## config.mk

```make
export PLATFORM = sky130hd
export DESIGN_NAME = fsc_core
export DESIGN_NICKNAME = d
export VERILOG_FILES = /design/src/rtl/fsc_pkg.sv /design/src/rtl/fsc_core.sv /design/src/rtl/fsc_sync.sv
export SDC_FILE = /design/constraint.sdc
export NUM_CORES = 1
export LEC_CHECK = 0
export BUFFER_PORTS_ARGS = -buffer_cell sky130_fd_sc_hd__buf_2
export CAP_MARGIN = 20
export CORE_ASPECT_RATIO = 0.5
export CORE_MARGIN = 2
export CORE_UTILIZATION = 45
export DETAILED_ROUTE_END_ITERATION = 10
export SYNTH_ARGS = -nofsm -noshare
export SYNTH_HDL_FRONTEND = slang
export SYNTH_SLANG_ARGS = --single-unit
```

## constraint.sdc

```tcl
create_clock -name ref_clk -period 6 [get_ports ref_clk]
set_input_delay 0 -clock ref_clk [delete_from_list [all_inputs] [get_ports ref_clk]]
set_output_delay 0 -clock ref_clk [all_outputs]
set_load 0.1 [all_outputs]
```

## src/rtl/fsc_pkg.sv

```systemverilog
// Constants and state codes of the fan control core.
// Assumes one 40 MHz clock and that all analog stages sit outside.
//
// Summary of operation
// Full duty holds last measured command period
// Full duty seen after seven held periods
// Full duty at start: default 58 kHz
// Output then tracks measured command frequency
// Command sampled finely; short pulses may vanish
// Host keeps command low phases 500 ns
// Host preferably holds command low to stop
// DC mode compares level against ramp
// Tach cycle per one, two, three Hall
// Phase select low: automatic phase correction
// Phase select high: zero phase advance
// 2 ms initialisation after supply lockout release
// 2 ms initialisation after sleep exit
// Start-up four Hall cycles, tach suppressed
// Stop: float above 7 Hz, else brake
// Soft-start duty grows with elapsed time
// Soft start ends at commanded duty
// Long soft start may trip lock detection
// DC duty from command voltage, 1-4 V
// Sleep: outputs off, regulator off, protections stop
// No Hall edge 0.5/1 s: brake, alarm
// Soft-start ramp is a counted step
package fsc_pkg;

  // Clock and timing
  localparam int unsigned CLK_HZ            = 40_000_000;
  localparam int unsigned OSC_HZ            = 25_000_000;
  localparam int unsigned INIT_MS           = 2;
  localparam int unsigned INIT_CYC          = CLK_HZ / 1000 * INIT_MS;
  localparam int unsigned DEFAULT_PWM_HZ    = 58_000;
  localparam int unsigned DEFAULT_PER_CYC   = CLK_HZ / DEFAULT_PWM_HZ;
  localparam int unsigned FULL_DUTY_PERIODS = 7;
  localparam int unsigned START_HALL_CYC    = 4;
  localparam int unsigned STOP_HALL_HZ      = 7;
  localparam int unsigned HALL_SLOW_CYC     = CLK_HZ / (2 * STOP_HALL_HZ);
  localparam int unsigned LOCK_SHORT_MS     = 500;
  localparam int unsigned LOCK_LONG_MS      = 1000;
  localparam int unsigned RETRY_SHORT_MS    = 5000;
  localparam int unsigned RETRY_LONG_MS     = 10000;
  localparam int unsigned LOCK_SHORT_CYC    = CLK_HZ / 1000 * LOCK_SHORT_MS;
  localparam int unsigned LOCK_LONG_CYC     = CLK_HZ / 1000 * LOCK_LONG_MS;
  localparam int unsigned RETRY_SHORT_CYC   = CLK_HZ / 1000 * RETRY_SHORT_MS;
  localparam int unsigned RETRY_LONG_CYC    = CLK_HZ / 1000 * RETRY_LONG_MS;
  localparam int unsigned RAMP_HZ           = 55_400;
  localparam int unsigned RAMP_PER_CYC      = CLK_HZ / RAMP_HZ;
  localparam int unsigned SST_HZ            = 1_130;
  localparam int unsigned SST_STEP_DEF      = OSC_HZ / SST_HZ;
  localparam int unsigned TMR_W             = 29;

  // DC command transfer: duty% * 3 = 97 * V - 88, volts in mV
  localparam int unsigned DC_GAIN    = 97;
  localparam int unsigned DC_OFFS_MV = 88_000;
  localparam int unsigned DC_SPAN    = 300_000;
  localparam int unsigned DC_MIN_MV  = 1000;
  localparam int unsigned DC_MAX_MV  = 4000;
  localparam int unsigned DUTY_W     = 8;
  localparam int unsigned DUTY_FULL  = 256;
  localparam int unsigned MV_W       = 13;

  // Tach divide select codes
  localparam logic [1:0] TDIV_SEL_1 = 2'h0;
  localparam logic [1:0] TDIV_SEL_2 = 2'h1;
  localparam logic [2:0] TDIV_N_1   = 3'h1;
  localparam logic [2:0] TDIV_N_2   = 3'h2;
  localparam logic [2:0] TDIV_N_3   = 3'h3;

  // Register port map
  localparam int unsigned REG_AW     = 4;
  localparam int unsigned REG_DW     = 16;
  localparam logic [3:0]  ADDR_CTRL  = 4'h0;
  localparam logic [3:0]  ADDR_SST   = 4'h1;
  localparam logic [3:0]  ADDR_STAT  = 4'h2;
  localparam logic [3:0]  ADDR_PER   = 4'h3;
  localparam logic [3:0]  ADDR_DUTY  = 4'h4;
  localparam logic [3:0]  ADDR_ADV   = 4'h5;
  localparam int unsigned CTRL_DC    = 0;
  localparam int unsigned STAT_FULL  = 7;
  localparam int unsigned STAT_ZERO  = 8;
  localparam int unsigned STAT_FAST  = 9;
  localparam int unsigned STAT_SEEN  = 10;
  localparam logic [15:0] SST_RST    = 16'(SST_STEP_DEF);

  // Sequencer states
  typedef enum logic [6:0] {
    ST_SLEEP = 7'h01,
    ST_INIT  = 7'h02,
    ST_IDLE  = 7'h04,
    ST_START = 7'h08,
    ST_RUN   = 7'h10,
    ST_STOP  = 7'h20,
    ST_LOCK  = 7'h40
  } fsc_state_t;

endpackage : fsc_pkg

```

## src/rtl/fsc_core.sv

```systemverilog
// Speed command meter, drive PWM, soft start, tach divider, phase trim and
// start/stop sequencer of the fan driver.
// Assumes ref_clk at 40 MHz, reset released when supply lockout or sleep clears.
//
// The address map and the plain strobed port were decided locally.
`timescale 1ns/1ps
`default_nettype none
module fsc_core
  import fsc_pkg::*;
#(
  parameter int unsigned INIT_CYCLES  = fsc_pkg::INIT_CYC,
  parameter int unsigned LOCK_SHORT   = fsc_pkg::LOCK_SHORT_CYC,
  parameter int unsigned LOCK_LONG    = fsc_pkg::LOCK_LONG_CYC,
  parameter int unsigned RETRY_SHORT  = fsc_pkg::RETRY_SHORT_CYC,
  parameter int unsigned RETRY_LONG   = fsc_pkg::RETRY_LONG_CYC,
  parameter int unsigned HALL_SLOW    = fsc_pkg::HALL_SLOW_CYC,
  parameter int unsigned PER_W        = 16
) (
  // Clock and reset
  input  wire logic                        ref_clk,
  input  wire logic                        rst_n,
  // Pins
  input  wire logic                        speed_command_input,
  input  wire logic                        hall_compare,
  input  wire logic                        sleep_request,
  input  wire logic                        uvlo_active,
  input  wire logic                        phase_shift_select,
  input  wire logic                        start_frequency_select,
  input  wire logic [1:0]                  tach_divide_select,
  // Same-clock inputs
  input  wire logic [fsc_pkg::MV_W-1:0]    dc_level_mv,
  input  wire logic                        drive_zero_cross,
  // Register port
  input  wire logic [fsc_pkg::REG_AW-1:0]  reg_addr,
  input  wire logic [fsc_pkg::REG_DW-1:0]  reg_wdata,
  input  wire logic                        reg_wr,
  input  wire logic                        reg_rd,
  output logic      [fsc_pkg::REG_DW-1:0]  reg_rdata,
  // Drive and status outputs
  output logic                             pwm_out,
  output logic                             drive_enable,
  output logic                             outputs_hiz,
  output logic                             short_brake,
  output logic                             tach_output,
  output logic                             lock_alarm_n,
  output logic                             regulator_enable,
  output logic      [7:0]                  phase_advance
);
  import fsc_pkg::*;

  initial begin
    if (PER_W < 10 || PER_W > REG_DW) $error("PER_W must be 10..16");
    if (RETRY_LONG >= (1 << TMR_W) || INIT_CYCLES < 1) $error("timer range");
  end

  localparam logic [PER_W-1:0] RAMP_PER = PER_W'(RAMP_PER_CYC);
  localparam logic [PER_W-1:0] DEF_PER  = PER_W'(DEFAULT_PER_CYC);
  localparam logic [TMR_W-1:0] INIT_LIM = TMR_W'(INIT_CYCLES - 1);
  localparam logic [TMR_W-1:0] SLOW_LIM = TMR_W'(HALL_SLOW);

  function automatic logic [PER_W-1:0] inc_sat(input logic [PER_W-1:0] v);
    return (&v) ? v : v + PER_W'(1);
  endfunction : inc_sat

  function automatic logic [TMR_W-1:0] tmr_inc(input logic [TMR_W-1:0] v);
    return (&v) ? v : v + TMR_W'(1);
  endfunction : tmr_inc

  // Command volts to duty in 1/256 steps; below range means stop
  function automatic logic [DUTY_W:0] dc_duty(input logic [MV_W-1:0] mv);
    logic [31:0] num;
    num = 32'(mv) * DC_GAIN - DC_OFFS_MV;
    if (32'(mv) < DC_MIN_MV) return '0;
    if (32'(mv) >= DC_MAX_MV) return (DUTY_W+1)'(DUTY_FULL);
    return (DUTY_W+1)'(num * DUTY_FULL / DC_SPAN);
  endfunction : dc_duty

  // Pin synchronisers
  logic       cmd_s;
  logic       hall_s;
  logic       sleep_s;
  logic       uvlo_s;
  logic       ps_s;
  logic       sfs_s;
  logic [1:0] tds_s;

  fsc_sync #(.W(8)) u_sync (
    .ref_clk (ref_clk),
    .rst_n   (rst_n),
    .d_in    ({speed_command_input, hall_compare, sleep_request, uvlo_active,
                phase_shift_select, start_frequency_select, tach_divide_select}),
    .q_out   ({cmd_s, hall_s, sleep_s, uvlo_s, ps_s, sfs_s, tds_s})
  );

  fsc_state_t state_reg;
  fsc_state_t state_next;
  logic       drive;

  // Register file state
  logic              ctrl_dc_reg;
  logic              ctrl_dc_next;
  logic [15:0]       sst_step_reg;
  logic [15:0]       sst_step_next;
  logic [REG_DW-1:0] rdata_reg;
  logic [REG_DW-1:0] rdata_next;

  // Speed command meter
  logic             cmd_d_reg;
  logic [PER_W-1:0] cnt_reg;
  logic [PER_W-1:0] cnt_next;
  logic [PER_W-1:0] hcnt_reg;
  logic [PER_W-1:0] hcnt_next;
  logic [PER_W-1:0] period_reg;
  logic [PER_W-1:0] period_next;
  logic [PER_W-1:0] duty_reg;
  logic [PER_W-1:0] duty_next;
  logic             seen_reg;
  logic             seen_next;
  logic             full_reg;
  logic             full_next;
  logic             zero_reg;
  logic             zero_next;
  logic [PER_W+2:0] per7;

  assign per7 = {3'h0, period_reg} * (PER_W+3)'(FULL_DUTY_PERIODS);

  // Period and high time counted every clock, finer than the 40 ns grid
  always_comb begin
    cnt_next    = inc_sat(cnt_reg);
    hcnt_next   = hcnt_reg;
    period_next = period_reg;
    duty_next   = duty_reg;
    seen_next   = seen_reg;
    full_next   = full_reg;
    zero_next   = zero_reg;
    if (cmd_s && !cmd_d_reg) begin
      if (seen_reg) begin
        period_next = inc_sat(cnt_reg);
        duty_next   = hcnt_reg;
      end
      seen_next = 1'b1;
      full_next = 1'b0;
      zero_next = 1'b0;
      cnt_next  = '0;
      hcnt_next = PER_W'(1);
    end else begin
      if (cmd_s) hcnt_next = inc_sat(hcnt_reg);
      // No edge for seven periods: full or zero duty, period kept
      if ({3'h0, cnt_reg} >= per7 || &cnt_reg) begin
        if (cmd_s) full_next = 1'b1;
        else zero_next = 1'b1;
      end
    end
  end

  always_ff @(posedge ref_clk or negedge rst_n) begin
    if (!rst_n) begin
      cmd_d_reg  <= 1'b0;
      cnt_reg    <= '0;
      hcnt_reg   <= '0;
      period_reg <= DEF_PER;
      duty_reg   <= '0;
      seen_reg   <= 1'b0;
      full_reg   <= 1'b0;
      zero_reg   <= 1'b1;
    end else begin
      cmd_d_reg  <= cmd_s;
      cnt_reg    <= cnt_next;
      hcnt_reg   <= hcnt_next;
      period_reg <= period_next;
      duty_reg   <= duty_next;
      seen_reg   <= seen_next;
      full_reg   <= full_next;
      zero_reg   <= zero_next;
    end
  end

  // Targets: DC level against ramp, or measured pulse command
  logic [DUTY_W:0]  dc_code;
  logic [PER_W-1:0] dc_high;
  logic [PER_W-1:0] out_per;
  logic [PER_W-1:0] tgt_high;
  logic             cmd_run;

  assign dc_code  = dc_duty(dc_level_mv);
  assign dc_high  = PER_W'((32'(RAMP_PER) * 32'(dc_code)) >> DUTY_W);
  assign out_per  = ctrl_dc_reg ? RAMP_PER : period_reg;
  assign tgt_high = ctrl_dc_reg ? dc_high : (full_reg ? out_per : duty_reg);
  assign cmd_run  = ctrl_dc_reg ? (dc_code != '0) : !zero_reg;

  // Soft start and output PWM
  logic [PER_W-1:0] soft_reg;
  logic [PER_W-1:0] soft_next;
  logic [15:0]      step_reg;
  logic [15:0]      step_next;
  logic             sdone_reg;
  logic             sdone_next;
  logic [PER_W-1:0] pcnt_reg;
  logic [PER_W-1:0] pcnt_next;
  logic             pwm_reg;
  logic             pwm_next;
  logic [PER_W-1:0] high_app;

  // One more high clock per ramp step; a long step risks lock trips
  always_comb begin
    soft_next  = soft_reg;
    step_next  = step_reg;
    sdone_next = sdone_reg | (sst_step_reg == '0) | (soft_reg >= tgt_high);
    if (!drive) begin
      soft_next  = '0;
      step_next  = '0;
      sdone_next = 1'b0;
    end else if (!sdone_reg) begin
      if (step_reg >= sst_step_reg - 16'h1) begin
        step_next = '0;
        soft_next = inc_sat(soft_reg);
      end else begin
        step_next = step_reg + 16'h1;
      end
    end
    high_app  = sdone_reg ? tgt_high : soft_reg;
    pcnt_next = (pcnt_reg >= out_per - PER_W'(1)) ? '0 : pcnt_reg + PER_W'(1);
    pwm_next  = drive && (pcnt_reg < high_app);
  end

  always_ff @(posedge ref_clk or negedge rst_n) begin
    if (!rst_n) begin
      soft_reg  <= '0;
      step_reg  <= '0;
      sdone_reg <= 1'b0;
      pcnt_reg  <= '0;
      pwm_reg   <= 1'b0;
    end else begin
      soft_reg  <= soft_next;
      step_reg  <= step_next;
      sdone_reg <= sdone_next;
      pcnt_reg  <= pcnt_next;
      pwm_reg   <= pwm_next;
    end
  end

  // Hall edges, tach divider, phase trim
  logic             hall_d_reg;
  logic [TMR_W-1:0] age_reg;
  logic [TMR_W-1:0] age_next;
  logic [TMR_W-1:0] lhalf_reg;
  logic [TMR_W-1:0] lhalf_next;
  logic [2:0]       half_reg;
  logic [2:0]       half_next;
  logic [2:0]       rises_reg;
  logic [2:0]       rises_next;
  logic             tach_reg;
  logic             tach_next;
  logic             zc_reg;
  logic             zc_next;
  logic [7:0]       adv_reg;
  logic [7:0]       adv_next;
  logic             hall_edge;
  logic             hall_rise;
  logic             tach_en;
  logic             fast;
  logic [2:0]       div_n;

  assign hall_edge = hall_s ^ hall_d_reg;
  assign hall_rise = hall_s & ~hall_d_reg;
  assign tach_en   = (state_reg == ST_RUN) || (state_reg == ST_STOP);
  assign fast      = (age_reg < SLOW_LIM) && (lhalf_reg < SLOW_LIM);
  assign div_n     = (tds_s == TDIV_SEL_1) ? TDIV_N_1 :
                     (tds_s == TDIV_SEL_2) ? TDIV_N_2 : TDIV_N_3;

  always_comb begin
    age_next   = hall_edge ? '0 : tmr_inc(age_reg);
    lhalf_next = hall_edge ? age_reg : lhalf_reg;
    half_next  = half_reg;
    // Half-cycles counted modulo twice the divide ratio
    if (!tach_en) half_next = '0;
    else if (hall_edge) begin
      half_next = (half_reg >= 3'({div_n[1:0], 1'b0} - 3'h1)) ? '0 : half_reg + 3'h1;
    end
    tach_next  = tach_en && (half_reg < div_n);
    rises_next = (state_reg != ST_START) ? '0 :
                 (hall_rise && rises_reg < 3'(START_HALL_CYC)) ? rises_reg + 3'h1 : rises_reg;
    zc_next    = (hall_s == 1'b0 && hall_edge) ? 1'b0 : (zc_reg | drive_zero_cross);
    adv_next   = adv_reg;
    if (ps_s) adv_next = '0;
    else if (hall_rise && state_reg == ST_RUN) begin
      // Crossing before the Hall rise means drive leads: back off
      if (zc_reg) adv_next = (adv_reg == '0) ? adv_reg : adv_reg - 8'h1;
      else adv_next = (&adv_reg) ? adv_reg : adv_reg + 8'h1;
    end
  end

  always_ff @(posedge ref_clk or negedge rst_n) begin
    if (!rst_n) begin
      hall_d_reg <= 1'b0;
      age_reg    <= '0;
      lhalf_reg  <= '1;
      half_reg   <= '0;
      rises_reg  <= '0;
      tach_reg   <= 1'b0;
      zc_reg     <= 1'b0;
      adv_reg    <= '0;
    end else begin
      hall_d_reg <= hall_s;
      age_reg    <= age_next;
      lhalf_reg  <= lhalf_next;
      half_reg   <= half_next;
      rises_reg  <= rises_next;
      tach_reg   <= tach_next;
      zc_reg     <= zc_next;
      adv_reg    <= adv_next;
    end
  end

  // Start/stop sequencer
  logic [TMR_W-1:0] tmr_reg;
  logic [TMR_W-1:0] tmr_next;
  logic [TMR_W-1:0] lock_lim;
  logic [TMR_W-1:0] retry_lim;

  assign lock_lim  = sfs_s ? TMR_W'(LOCK_LONG) : TMR_W'(LOCK_SHORT);
  assign retry_lim = sfs_s ? TMR_W'(RETRY_LONG) : TMR_W'(RETRY_SHORT);
  assign drive     = (state_reg == ST_START) || (state_reg == ST_RUN);

  always_comb begin
    state_next = state_reg;
    case (state_reg)
      ST_SLEEP: if (!sleep_s) state_next = ST_INIT;
      ST_INIT:  if (tmr_reg >= INIT_LIM) state_next = ST_IDLE;
      ST_IDLE:  if (cmd_run) state_next = ST_START;
      ST_START: begin
        if (!cmd_run) state_next = ST_STOP;
        else if (rises_reg >= 3'(START_HALL_CYC)) state_next = ST_RUN;
        else if (age_reg >= lock_lim) state_next = ST_LOCK;
      end
      ST_RUN: begin
        if (!cmd_run) state_next = ST_STOP;
        else if (age_reg >= lock_lim) state_next = ST_LOCK;
      end
      ST_STOP:  if (cmd_run) state_next = ST_START;
      ST_LOCK: begin
        if (hall_edge || tmr_reg >= retry_lim) state_next = cmd_run ? ST_START : ST_IDLE;
      end
      default:  state_next = ST_INIT;
    endcase
    // Sleep overrides all, lockout restarts initialisation
    if (sleep_s) state_next = ST_SLEEP;
    else if (uvlo_s) state_next = ST_INIT;
    tmr_next = (state_next != state_reg || (uvlo_s && !sleep_s)) ? '0 : tmr_inc(tmr_reg);
  end

  always_ff @(posedge ref_clk or negedge rst_n) begin
    if (!rst_n) begin
      state_reg <= ST_INIT;
      tmr_reg   <= '0;
    end else begin
      state_reg <= state_next;
      tmr_reg   <= tmr_next;
    end
  end

  // Register port: writes steer mode and ramp, reads show state
  always_comb begin
    ctrl_dc_next  = ctrl_dc_reg;
    sst_step_next = sst_step_reg;
    rdata_next    = '0;
    if (reg_wr && reg_addr == ADDR_CTRL) ctrl_dc_next = reg_wdata[CTRL_DC];
    if (reg_wr && reg_addr == ADDR_SST) sst_step_next = reg_wdata;
    if (reg_rd) begin
      case (reg_addr)
        ADDR_CTRL: rdata_next[CTRL_DC] = ctrl_dc_reg;
        ADDR_SST:  rdata_next = sst_step_reg;
        ADDR_STAT: begin
          rdata_next[6:0]       = state_reg;
          rdata_next[STAT_FULL] = full_reg;
          rdata_next[STAT_ZERO] = zero_reg;
          rdata_next[STAT_FAST] = fast;
          rdata_next[STAT_SEEN] = seen_reg;
        end
        ADDR_PER:  rdata_next = REG_DW'(period_reg);
        ADDR_DUTY: rdata_next = REG_DW'(duty_reg);
        ADDR_ADV:  rdata_next[7:0] = adv_reg;
        default:   rdata_next = '0;
      endcase
    end
  end

  always_ff @(posedge ref_clk or negedge rst_n) begin
    if (!rst_n) begin
      ctrl_dc_reg  <= 1'b0;
      sst_step_reg <= SST_RST;
      rdata_reg    <= '0;
    end else begin
      ctrl_dc_reg  <= ctrl_dc_next;
      sst_step_reg <= sst_step_next;
      rdata_reg    <= rdata_next;
    end
  end

  // Output decode; stopped states float except slow stop and lock
  assign reg_rdata        = rdata_reg;
  assign pwm_out          = pwm_reg;
  assign tach_output      = tach_reg;
  assign phase_advance    = adv_reg;
  assign drive_enable     = drive;
  assign short_brake      = ((state_reg == ST_STOP) && !fast) || (state_reg == ST_LOCK);
  assign outputs_hiz      = !drive && !short_brake;
  assign lock_alarm_n     = (state_reg != ST_LOCK);
  assign regulator_enable = (state_reg != ST_SLEEP);
endmodule : fsc_core
`default_nettype wire

```

## src/rtl/fsc_sync.sv

```systemverilog
// Three-stage pin synchroniser; a bit changes once stages two and three agree.
// Assumes its inputs are asynchronous to ref_clk.
`timescale 1ns/1ps
`default_nettype none
module fsc_sync #(
  parameter int unsigned W = 1
) (
  // Clock and reset
  input  wire logic         ref_clk,
  input  wire logic         rst_n,
  // Pins in, filtered levels out
  input  wire logic [W-1:0] d_in,
  output logic      [W-1:0] q_out
);
  logic [W-1:0] s1_reg;
  logic [W-1:0] s2_reg;
  logic [W-1:0] s3_reg;
  logic [W-1:0] q_reg;
  logic [W-1:0] q_next;
  logic [W-1:0] agree;

  // Stage one feeds stage two only, against metastability
  always_comb begin
    agree  = ~(s2_reg ^ s3_reg);
    q_next = (s2_reg & agree) | (q_reg & ~agree);
  end

  always_ff @(posedge ref_clk or negedge rst_n) begin
    if (!rst_n) begin
      s1_reg <= '0;
      s2_reg <= '0;
      s3_reg <= '0;
      q_reg  <= '0;
    end else begin
      s1_reg <= d_in;
      s2_reg <= s1_reg;
      s3_reg <= s2_reg;
      q_reg  <= q_next;
    end
  end

  assign q_out = q_reg;
endmodule : fsc_sync
`default_nettype wire

```

== Word-level counts from Yosys, hierarchy flattened ==
Cells that the tools add are included.

* Register bits after elaboration: 294
* Bits in latches: 0
* Memory bits (writable): 0
* Bits in read-only memories: 0
* Bits of input ports: 46
* Output and inout port bits: 31
* Word-level logic and storage cells: 217
* Memories kept: 0

* $add $sub $neg: 15
* $mul: 3
* Div/mod/pow operators: 1
* $lt $le $gt $ge: 16
* Equality and inequality tests: 26
* Shift-type cells: 0
* Mux-type cells: 67
* Bitwise operators: 13
* Reductions and logical operators: 46

{| class="wikitable"
|+ Operator list
! kind !! number
|-
| $mux 16 || 18
|-
| $mux 29 || 5
|-
| $add 16x1->16 const B || 5
|-
| $pmux 7 s5 || 2
|-
| $mux 7 || 9
|-
| $add 29x1->29 const B || 2
|-
| $lt 29x22->1 const B || 2
|-
| $reduce_and 29->1 || 2
|-
| $ge 16x16->1 || 3
|-
| $reduce_and 16->1 || 3
|-
| $mux 8 || 5
|-
| $mux 9 || 4
|-
| $div 32x19->32 const B || 1
|-
| $sub 16x1->16 const B || 2
|-
| $ge 29x17->1 const B || 1
|-
| $ge 29x26->1 || 1
|-
| $ge 29x29->1 || 1
|-
| $mux 26 || 1
|-
| $sub 20x17->21 const B || 1
|-
| $mul 13x7->20 const B || 1
|-
| $ge 16x19->1 || 1
|-
| $mul 16x3->19 const B || 1
|-
| $mul 9x9->18 const A || 1
|-
| $and 8x8->8 || 2
|-
| other kinds (55) || 113
|}

== Longest topological paths before layout ==
Gate-level depths: netlist of run 1.

* Depth after elaboration: 15
* Mapped depth: 101
* Depth with buffers taken out: 88

== Modules after synthesis ==
Synthesis of run 1 repeated with hierarchy kept, for this count alone.

* Cells, all modules: 3507
* Area, all modules: 29839.9 um^2

{| class="wikitable"
|+ By module, submodules not included
! module !! instances !! cells each !! area an instance (um^2) !! seq. area each (um^2)
|-
| fsc_core || 1 || 3467 || 28949.0 || 6586.3
|-
| fsc_sync || 1 || 40 || 890.9 || 800.8
|}

== Worst setup path after synthesis of run 1 ==
Ideal clock, no wire load.

* Kind: input port to flip-flop
* From: in dc_level_mv[2] (netlist name)
* To: reg pwm_reg, in the netlist pwm_out
* Setup time: 0.138 ns
* Arrival: 19.584 ns
* Data required time: 5.862 ns
* Setup slack: -13.722 ns
* Stages: 83
* Buffers on the path: 6
* Path through: inv_1 ha_1 ha_1 fa_1 ha_1 inv_1 fa_1 nor2b_1 or4b_1 clkbuf_1 nor2b_1 o41ai_1 a32o_1 a32o_1 a311oi_1 and2_1 buf_1 a221oi_1 [47 not listed] fa_1 inv_1 ha_1 a21oi_2 o21bai_2 a41o_1 a41o_1 a21oi_1 xnor2_1 mux2i_1 o21a_1 ha_1 nand4_1 or3_1 o21ai_0 nor3_1 o21ai_0 a41oi_1

* Cells in the longest elaborated chain, start to end: 10
* Elaborated cells between the ends (all ways): 16
* Those cells by class: add/sub (1); mul (2); div (1); order compare (3); mux (8); reduce/logical (1)

{| class="wikitable"
|+ RTL lines
! item !! RTL line !! RTL
|-
| from (decl) || fsc_core.sv:31 || <nowiki>input wire logic [fsc_pkg::MV_W-1:0] dc_level_mv,</nowiki>
|-
| $mul 13x7->20 / $ge 13x12->1 (equally long branches) || fsc_core.sv:72, fsc_core.sv:74 ||
|-
| $sub 20x17->21 / $mux 1 (equally long branches) || fsc_core.sv:72, fsc_core.sv:74 ||
|-
| $div 32x19->32 / $mux 1 (equally long branches) || fsc_core.sv:75, fsc_core.sv:74 ||
|-
| $mux 9 || fsc_core.sv:75 || <nowiki>return (DUTY_W+1)'(num * DUTY_FULL / DC_SPAN);</nowiki>
|-
| $mux 9 (*) || fsc_core.sv:74 || <nowiki>if (32'(mv) >= DC_MAX_MV) return (DUTY_W+1)'(DUTY_FULL);</nowiki>
|-
| $mul 9x9->18 (*) || fsc_core.sv:186 || <nowiki>assign dc_high = PER_W'((32'(RAMP_PER) * 32'(dc_code)) >> DUTY_W);</nowiki>
|-
| $mux 16 (*) || fsc_core.sv:188 || <nowiki>assign tgt_high = ctrl_dc_reg ? dc_high : (full_reg ? out_per : duty_reg);</nowiki>
|-
| $mux 16 (*) || fsc_core.sv:221 || <nowiki>high_app = sdone_reg ? tgt_high : soft_reg;</nowiki>
|-
| $lt 16x16->1 (*) || fsc_core.sv:223 || <nowiki>pwm_next = drive && (pcnt_reg < high_app);</nowiki>
|-
| $logic_and 1x1->1 (*) || fsc_core.sv:223 ||
|-
| net pwm_next || fsc_core.sv:201 || <nowiki>logic pwm_next;</nowiki>
|-
| to (signal assigned) || fsc_core.sv:238 || <nowiki>pwm_reg <= pwm_next;</nowiki>
|-
| to (decl) || fsc_core.sv:200 || <nowiki>logic pwm_reg;</nowiki>
|}

Mark *: on every way through the listed nets, which the timed path passes. The rest lies on a longest branch. The select of a mux whose other input is x is not followed.
A chain may end at the register's enable or synchronous reset.

== Final worst setup path of run 1 ==
* From: in dc_level_mv[6] (netlist name)
* To: reg pwm_reg, in the netlist pwm_out

The elaborated chain is that of the path after synthesis.

==> results of run 1 <==
==> area by class of cell <==
cell class	instances	area [sq um]	share of cell area
clock buffers	44	949.7	0.02409
clock inverters	18	152.6	0.003873
inverters	142	543.0	0.01378
multi-input cells	2819	22440	0.5694
flip-flops and latches	293	7387	0.1874
well taps	837	1047	0.02657
repair buffers	902	6892	0.1749
==> cells by family after synthesis <==
kind of cell	Yosys count
and+or+nand+nor	1242
AOI/OAI and AO/OA	826
adders and majority gates	314
xor gates and xnor gates	300
DFF	293
buffers and inverters	250
muxes	134
==> through the flow <==
stage / TNS (ps) / std cells / setup WS [ps] / hold slack, ps / cell area, sq um
2_1_floorplan: -391800 / 3359 / -12650 / -295.6 / 29360
3_3_place_gp: -424630 / 4863 / -13480 / 94.06 / 35610
3_5_place_dp: -435110 / 4863 / -13890 / 96.01 / 35610
4_1_cts: -376150 / 5026 / -12490 / 21.85 / 38810
5_1_grt: -417100 / 5055 / -13710 / 52.45 / 39410
6_report: -393190 / 5055 / -12940 / 38.32 / 39410
==> Yosys cell counts (all sizes together) (11+ instances only) <==
cell	n
or4	18
o21ai	185
nand2b	42
and4	11
mux2i	49
a31oi	35
o21bai	16
o22ai	15
a21boi	11
a21o	45
or2	22
a22o	13
nand3b	11
nand2	277
fa	39
and3	54
nand4	64
a211o	11
nor2b	48
or3	50
and2	30
a211oi	35
mux2	85
xor2	134
nor4	37
o31a	14
a21oi	202
clkbuf	75
nor3	98
dfstp	44
inv	142
o21a	28
ha	266
nand3	104
xnor2	166
a22oi	27
buf	33
nor2	344
dfrtp	249
o211ai	27
o31ai	24
nor3b	11
==> path summary, 6_finish.rpt <==
path,endpoint,slack (ps),depth (start not counted),start
max,pwm_out,-12940,85,dc_level_mv[6]
min in group asynchronous,step_reg[10],90,2,rst_n
min reg2reg,u_sync.s2_reg[3],330,0,u_sync.s1_reg[3]
max in group asynchronous,tmr_reg[2],4530,3,rst_n
max reg2reg,full_reg,830,22,period_reg[2]
min,reg_rdata[2],40,4,reg_addr[2]
==> routing by layer <==
metal,up-vias,part of all wire
met1,13860,0.46
met5,-,0
met3,134,0.036
met2,584,0.48
li1,13930,-
met4,0,0.023
==> repair_timing <==
| action | 4_1_cts | 5_1_grt |
|---|---|---|
| hold endpoints to repair | 140 | 0 |
| setup endpoints to repair | 36 | 36 |
| buffers inserted | 72 | 26 |
| pin swaps | 118 | 56 |
| gates resized for setup | 252 | 74 |
| hold buffers | 30 | 0 |
| gates cloned | 5 | 1 |
==> worst max-delay path, delay by kind of cell <==
kind                     cells  cell delay (ps)
AO/OA/AOI/OAI               38             7950
AND/OR/NAND/NOR             22             5530
adder cells (fa/ha/maj)     11             3280
buffers and inverters        9             1390
multiplexers                 3              830
XOR/XNOR                     2              320
==> results.md, run 1 <==
| Stage | Quantity | Reported |
|---|---|---|
| clocking | Library cell used as clock root buffer | clkbuf_16 |
| clocking | Clock buffers created by TritonCTS | 34 |
| clocking | Clock latency at the later pin of the worst-skew pair | 540 ps |
| cells and area | Final layout net count | 4,543 |
| timing | Worst slew margin relative to its limit | 0.4188 |
| cells and area | Filler cell count | 5,409 |
| timing | Final WS setup | -12,940 ps |
| run status | Result of the run | finished, violations left |
| logic synthesis | Fraction of the mapped netlist area in adder cells | 0.1459 |
| timing | Setup repair after global routing missed its margin | true |
| logic synthesis | Count of flip-flops with a built-in enable after synthesis | 0 |
| worst setup path | Critical-path maximum fanout | 7 |
| route | Average detailed-routed wire length per instance | 17.17 um |
| cells and area | Diodes inserted | 0 |
| timing | Max-slew violation total from the final report | 0 |
| timing | Slew of the pin with the lowest slew margin | 871.8 ps |
| cells and area | Most common cell after layout, fill and taps aside | buf_4 |
| logic synthesis | Cell area after technology mapping | 0.02878 sq mm |
| clocking | Clock transition at the register clock pins on the worst setup and hold paths after CTS | 60 ps |
| route | Drt pass-1 iters | 5 |
| cells and area | Area growth, synth to finish | 36.95% |
| worst setup path | CP startpoint kind | primary input |
| grt | Largest net degree at the start of global routing | 128 |
| logic synthesis | Per-instance average area after synthesis | 8.568 sq um |
| route | Average vias per placed instance | 5.639 |
| route | Post-DRT Antenna Nets | 0 |
| clocking | Max Buffers Root-to-Sink | 3 |
| route | Initial DRC count | 2,020 |
| grt | Global routing usage on met3 | 0.02534 |
| logic synthesis | Basic-gate share of the synthesized area counting and, or, nand and nor cells | 0.2161 |
| logic synthesis | Xor/xnor cell area share of the yosys netlist | 0.09390 |
| timing | Crit path time final | 18,940 ps |
| timing | Achievable Freq | 52.81 MHz |
| cells and area | Most used cells in the layout excluding fill and tap cells | buf_4 (757), nor2_1 (312), nand2_1 (270) |
| grt | GR Overflow Total | 0 |
| clocking | TritonCTS Sinks | 293 |
| die | Top-Level Pins | 77 |
| die | X dimension of the die | 361.6 um |
| worst setup path | Cell mode on critical path | ha_1 |
| run | Max cap viols | 0 |
| timing | Final clock period utilization by the worst path | 3.156 |
| placement | IO buf count | 76 |
| cells and area | Post-Route Utilization | 0.6245 |
| route | Via total after detailed routing | 28,500 |
| placement | Final weighted congestion in routability-driven placement | 0.9238 |
| worst setup path | Crit-path max cell delay | 520 ps |
| timing | Count of endpoints failing hold in the final timing report | 0 |
| grt | GRT Util Overall | 0.2591 |
| run status | Violations in the final reports | setup timing |
| grt | Met1 Resource Use GR | 0.3425 |
| placement | Hpwl dp | 66,080 um |
| logic synthesis | Post-synthesis compound-gate area fraction | 0.2025 |
| grt | Met2 Usage GRT | 0.4562 |
| worst setup path | Worst setup path category | primary input to register |
| logic synthesis | Synth Instances | 3,359 |
| logic synthesis | Post-synthesis sequential element count | 293 |
| die | FP Rows | 65 |
| worst setup path | Endpoint kind of the worst setup timing path | register |
| route | Post-detailed-route DRC marker count | 0 |
| hold path | Type of the most critical hold path | primary input to register |
| worst setup path | Cell type of the slowest stage on the worst timing path | or4_1 |
| die | Initial Utilization | 0.4560 |
| grt | Initial antenna violation count | 0 |
| logic synthesis | Fraction of synthesized cell area taken by the top area cell type | 0.2165 |
| clocking | Number of levels in the clock H-tree | 2 |
| timing | Count of endpoints failing setup in the final report | 36 |
| logic synthesis | Dominant combinational cell family by area after synthesis | simple AND/OR/NAND/NOR gates |
| die | Floorplan die area | 0.06612 sq mm |
| grt | Vias in the first global route | 28,390 |
| logic synthesis | Share of flip-flops with an asynchronous set or reset | 1.000 |
| logic synthesis | Register area share after synthesis | 0.2567 |
| logic synthesis | Syn nets | 3,710 |
| logic synthesis | Mux share of post-synthesis cell area | 0.05043 |
| route | Sum of routed wire length over all layers | 86,800 um |
| grt | First-pass GRT wire length | 143,400 um |
| die | Die boundary height | 182.8 um |
| logic synthesis | Most used flip-flop cell after synthesis | dfrtp_1 |
| logic synthesis | Yosys warning count | 0 |
| worst setup path | CP Data Required Time | 6410 ps |
| timing | Final Skew | 19.47 ps |
| logic synthesis | Number of library cell types mapped by synthesis | 137 |
| clocking | Clock tree from TritonCTS | built |
| logic synthesis | Synth area leaders | dfrtp_1 (22%), ha_1 (12%), xnor2_1 (4.9%) |
| grt | Gr busiest metal | met2 |
| die | Core footprint | 0.06311 sq mm |
| worst setup path | Critical path data arrival time | 19,340 ps |
| cells and area | Layout cells sized above 1 | 0.3423 |
| logic synthesis | Cell taking the most area after synthesis | dfrtp_1 |
Power of run 1 is not shown: default switching activity piles up to over one toggle a cycle in this logic, so the estimate is an artifact.
==> inputs of run 2 (changes only) <==
Settings changed: PLACE_DENSITY_LB_ADDON set to 0.25.
==> run 2 against run 1 <==
  * The flow still finishes with violations (setup timing)
  * Die area did not move
  * Clock skew rose by 5.1 ps
  * Count of clock-buffer cells in the layout rose by 2
  * Design area rose by 0.57%
  * Wire length fell by 0.42%
  * Largest cell class unchanged
==> results.md, run 2 (synthesis results as in run 1) <==
| Stage | Quantity | Reported | vs previous |
|---|---|---|---|
| run status | Result of the run | finished, violations left | unchanged |
| run status | Violations in the final reports | setup timing | unchanged |
| cells and area | Most common cell after layout, fill and taps aside | buf_4 | unchanged |
| die | Top-Level Pins | 77 | unchanged |
| timing | Count of endpoints failing setup in the final report | 36 | unchanged |
| hold path | Type of the most critical hold path | primary input to register | unchanged |
| worst setup path | Critical path data arrival time | 19,310 ps | was 19,340 ps |
| clocking | Library cell used as clock root buffer | clkbuf_16 | unchanged |
| timing | Final WS setup | -12,940 ps | about the same |
| cells and area | Area growth, synth to finish | 37.74% | was 36.95% |
| timing | Final clock period utilization by the worst path | 3.156 | about the same |
| clocking | TritonCTS Sinks | 293 | unchanged |
| clocking | Max Buffers Root-to-Sink | 3 | unchanged |
| worst setup path | Cell mode on critical path | buf_4 | was ha_1 |
| grt | Vias in the first global route | 28,130 | was 28,390 |
| grt | GRT Util Overall | 0.2519 | was 0.2591 |
| timing | Slew of the pin with the lowest slew margin | 1025 ps | was 871.8 ps |
| die | Floorplan die area | 0.06612 sq mm | unchanged |
| timing | Max-slew violation total from the final report | 0 | unchanged |
| grt | Met1 Resource Use GR | 0.3322 | was 0.3425 |
| route | Average detailed-routed wire length per instance | 17.04 um | was 17.17 um |
| grt | Initial antenna violation count | 0 | unchanged |
| worst setup path | CP Data Required Time | 6370 ps | was 6410 ps |
| worst setup path | CP startpoint kind | primary input | unchanged |
| cells and area | Filler cell count | 5,246 | was 5,409 |
| clocking | Clock latency at the later pin of the worst-skew pair | 540 ps | about the same |
| worst setup path | Crit-path max cell delay | 580 ps | was 520 ps |
| clocking | Clock tree from TritonCTS | built | unchanged |
| route | Initial DRC count | 1,842 | was 2,020 |
| cells and area | Footprint of the multi-input gates | 0.02247 sq mm | was 0.02244 sq mm |
| timing | Worst slew margin relative to its limit | 0.3166 | was 0.4188 |
| cells and area | Diodes inserted | 0 | unchanged |
| route | Post-DRT Antenna Nets | 0 | unchanged |
| worst setup path | Worst setup path category | primary input to register | unchanged |
| clocking | Clock transition at the register clock pins on the worst setup and hold paths after CTS | 60 ps | about the same |
| timing | Setup repair after global routing missed its margin | true | unchanged |
| die | Core footprint | 0.06311 sq mm | unchanged |
| grt | Largest net degree at the start of global routing | 171 | was 128 |
| timing | Achievable Freq | 52.81 MHz | about the same |
| worst setup path | Critical-path maximum fanout | 8 | was 7 |
| die | Die boundary height | 182.8 um | unchanged |
| worst setup path | Endpoint kind of the worst setup timing path | register | unchanged |
| grt | Global routing usage on met3 | 0.01871 | was 0.02534 |
| die | Initial Utilization | 0.4560 | unchanged |
| timing | Setup TNS | -388,560 ps | was -393,190 ps |
| grt | Gr busiest metal | met2 | unchanged |
| placement | Setup Slack @ Placement | -13,900 ps | was -13,890 ps |
| route | Drt pass-1 iters | 7 | was 5 |
| route | Sum of routed wire length over all layers | 86,430 um | was 86,800 um |
| placement | Final weighted congestion in routability-driven placement | 0.9286 | was 0.9238 |
| worst setup path | Cell type of the slowest stage on the worst timing path | fa_1 | was or4_1 |
| timing | Count of endpoints failing hold in the final timing report | 0 | unchanged |
| route | Post-detailed-route DRC marker count | 0 | unchanged |
| timing | Final Skew | 24.53 ps | was 19.47 ps |
| cells and area | Reg area | 0.007387 sq mm | unchanged |
| run | Max cap viols | 0 | unchanged |
| clocking | Clock buffers created by TritonCTS | 35 | was 34 |
| cells and area | Layout cells sized above 1 | 0.3477 | was 0.3423 |
| grt | First-pass GRT wire length | 140,100 um | was 143,400 um |
| grt | GR Overflow Total | 0 | unchanged |
| die | X dimension of the die | 361.6 um | unchanged |
| route | Via total after detailed routing | 28,790 | was 28,500 |
| placement | Hpwl dp | 64,640 um | was 66,080 um |
| grt | Met2 Usage GRT | 0.4448 | was 0.4562 |
| route | Average vias per placed instance | 5.677 | was 5.639 |
| cells and area | Most used cells in the layout excluding fill and tap cells | buf_4 (779), nor2_1 (318), nand2_1 (269) | was buf_4 (757), nor2_1 (312), nand2_1 (270) |
| timing | Crit path time final | 18,940 ps | about the same |
| clocking | Number of levels in the clock H-tree | 2 | unchanged |
| die | FP Rows | 65 | unchanged |
| placement | IO buf count | 76 | unchanged |
| cells and area | Final layout net count | 4,559 | was 4,543 |
[run 2: through the flow]
step                      hold WS [ps]    util  cell area, sq um  instances
after global routing             55.89  0.6281             39640       5071
after floorplan                 -295.6       -             29360       3359
after global placement           109.0  0.5650             35660       4872
after CTS                        15.30  0.6061             38250       5018
after detailed placement         109.3  0.5650             35660       4872
final                            34.71  0.6281             39640       5071
[run 2: layer usage]
layer | wire, um | vias to the layer above
met4 | 2351 | 0
met1 | 38510 | 13970
met2 | 42300 | 689
met3 | 3266 | 179
li1 | - | 13950
met5 | 0 | -
[run 2: path summary, 6_finish.rpt]
check	start	endpoint	slack, ps	cells after the start
hold reg to reg	u_sync.s1_reg[5]	u_sync.s2_reg[5]	350	0
setup reg to reg	register	tmr_reg[28]	690	19
hold / removal	reg_addr[0]	reg_rdata[5]	30	5
setup / recovery	dc_level_mv[2]	pwm_out	-12940	92
max in group asynchronous	rst_n	age_reg[0]	4360	3
min in group asynchronous	rst_n	step_reg[12]	150	2
[run 2: worst max-delay path: cells and delay by family]
| family | cells | cell delay (ps) |
|---|---|---|
| buf+inv | 15 | 2110 |
| xor+xnor | 5 | 980 |
| fa+ha+maj | 11 | 3100 |
| simple gates | 18 | 4080 |
| mux | 2 | 420 |
| compound gates | 41 | 8580 |
[run 2: area by class of cell]
type | count | area share
Clock buffer | 46 | 0.02516
Clock inverter | 17 | 0.006186
Sequential cell | 293 | 0.1864
Inverter | 142 | 0.01373
Timing Repair Buffer | 918 | 0.1752
Tap cell | 837 | 0.02642
Multi-Input combinational cell | 2818 | 0.5669
[run 2: repair_timing]
action	CTS	global route
setup endpoints to repair	36	36
hold buffers	30	0
cloned	2	1
pin swaps	85	132
gates resized for setup	127	202
setup buffers	51	50
endpoints found under the hold margin	148	0
Power of run 2 is left out for the same reason.
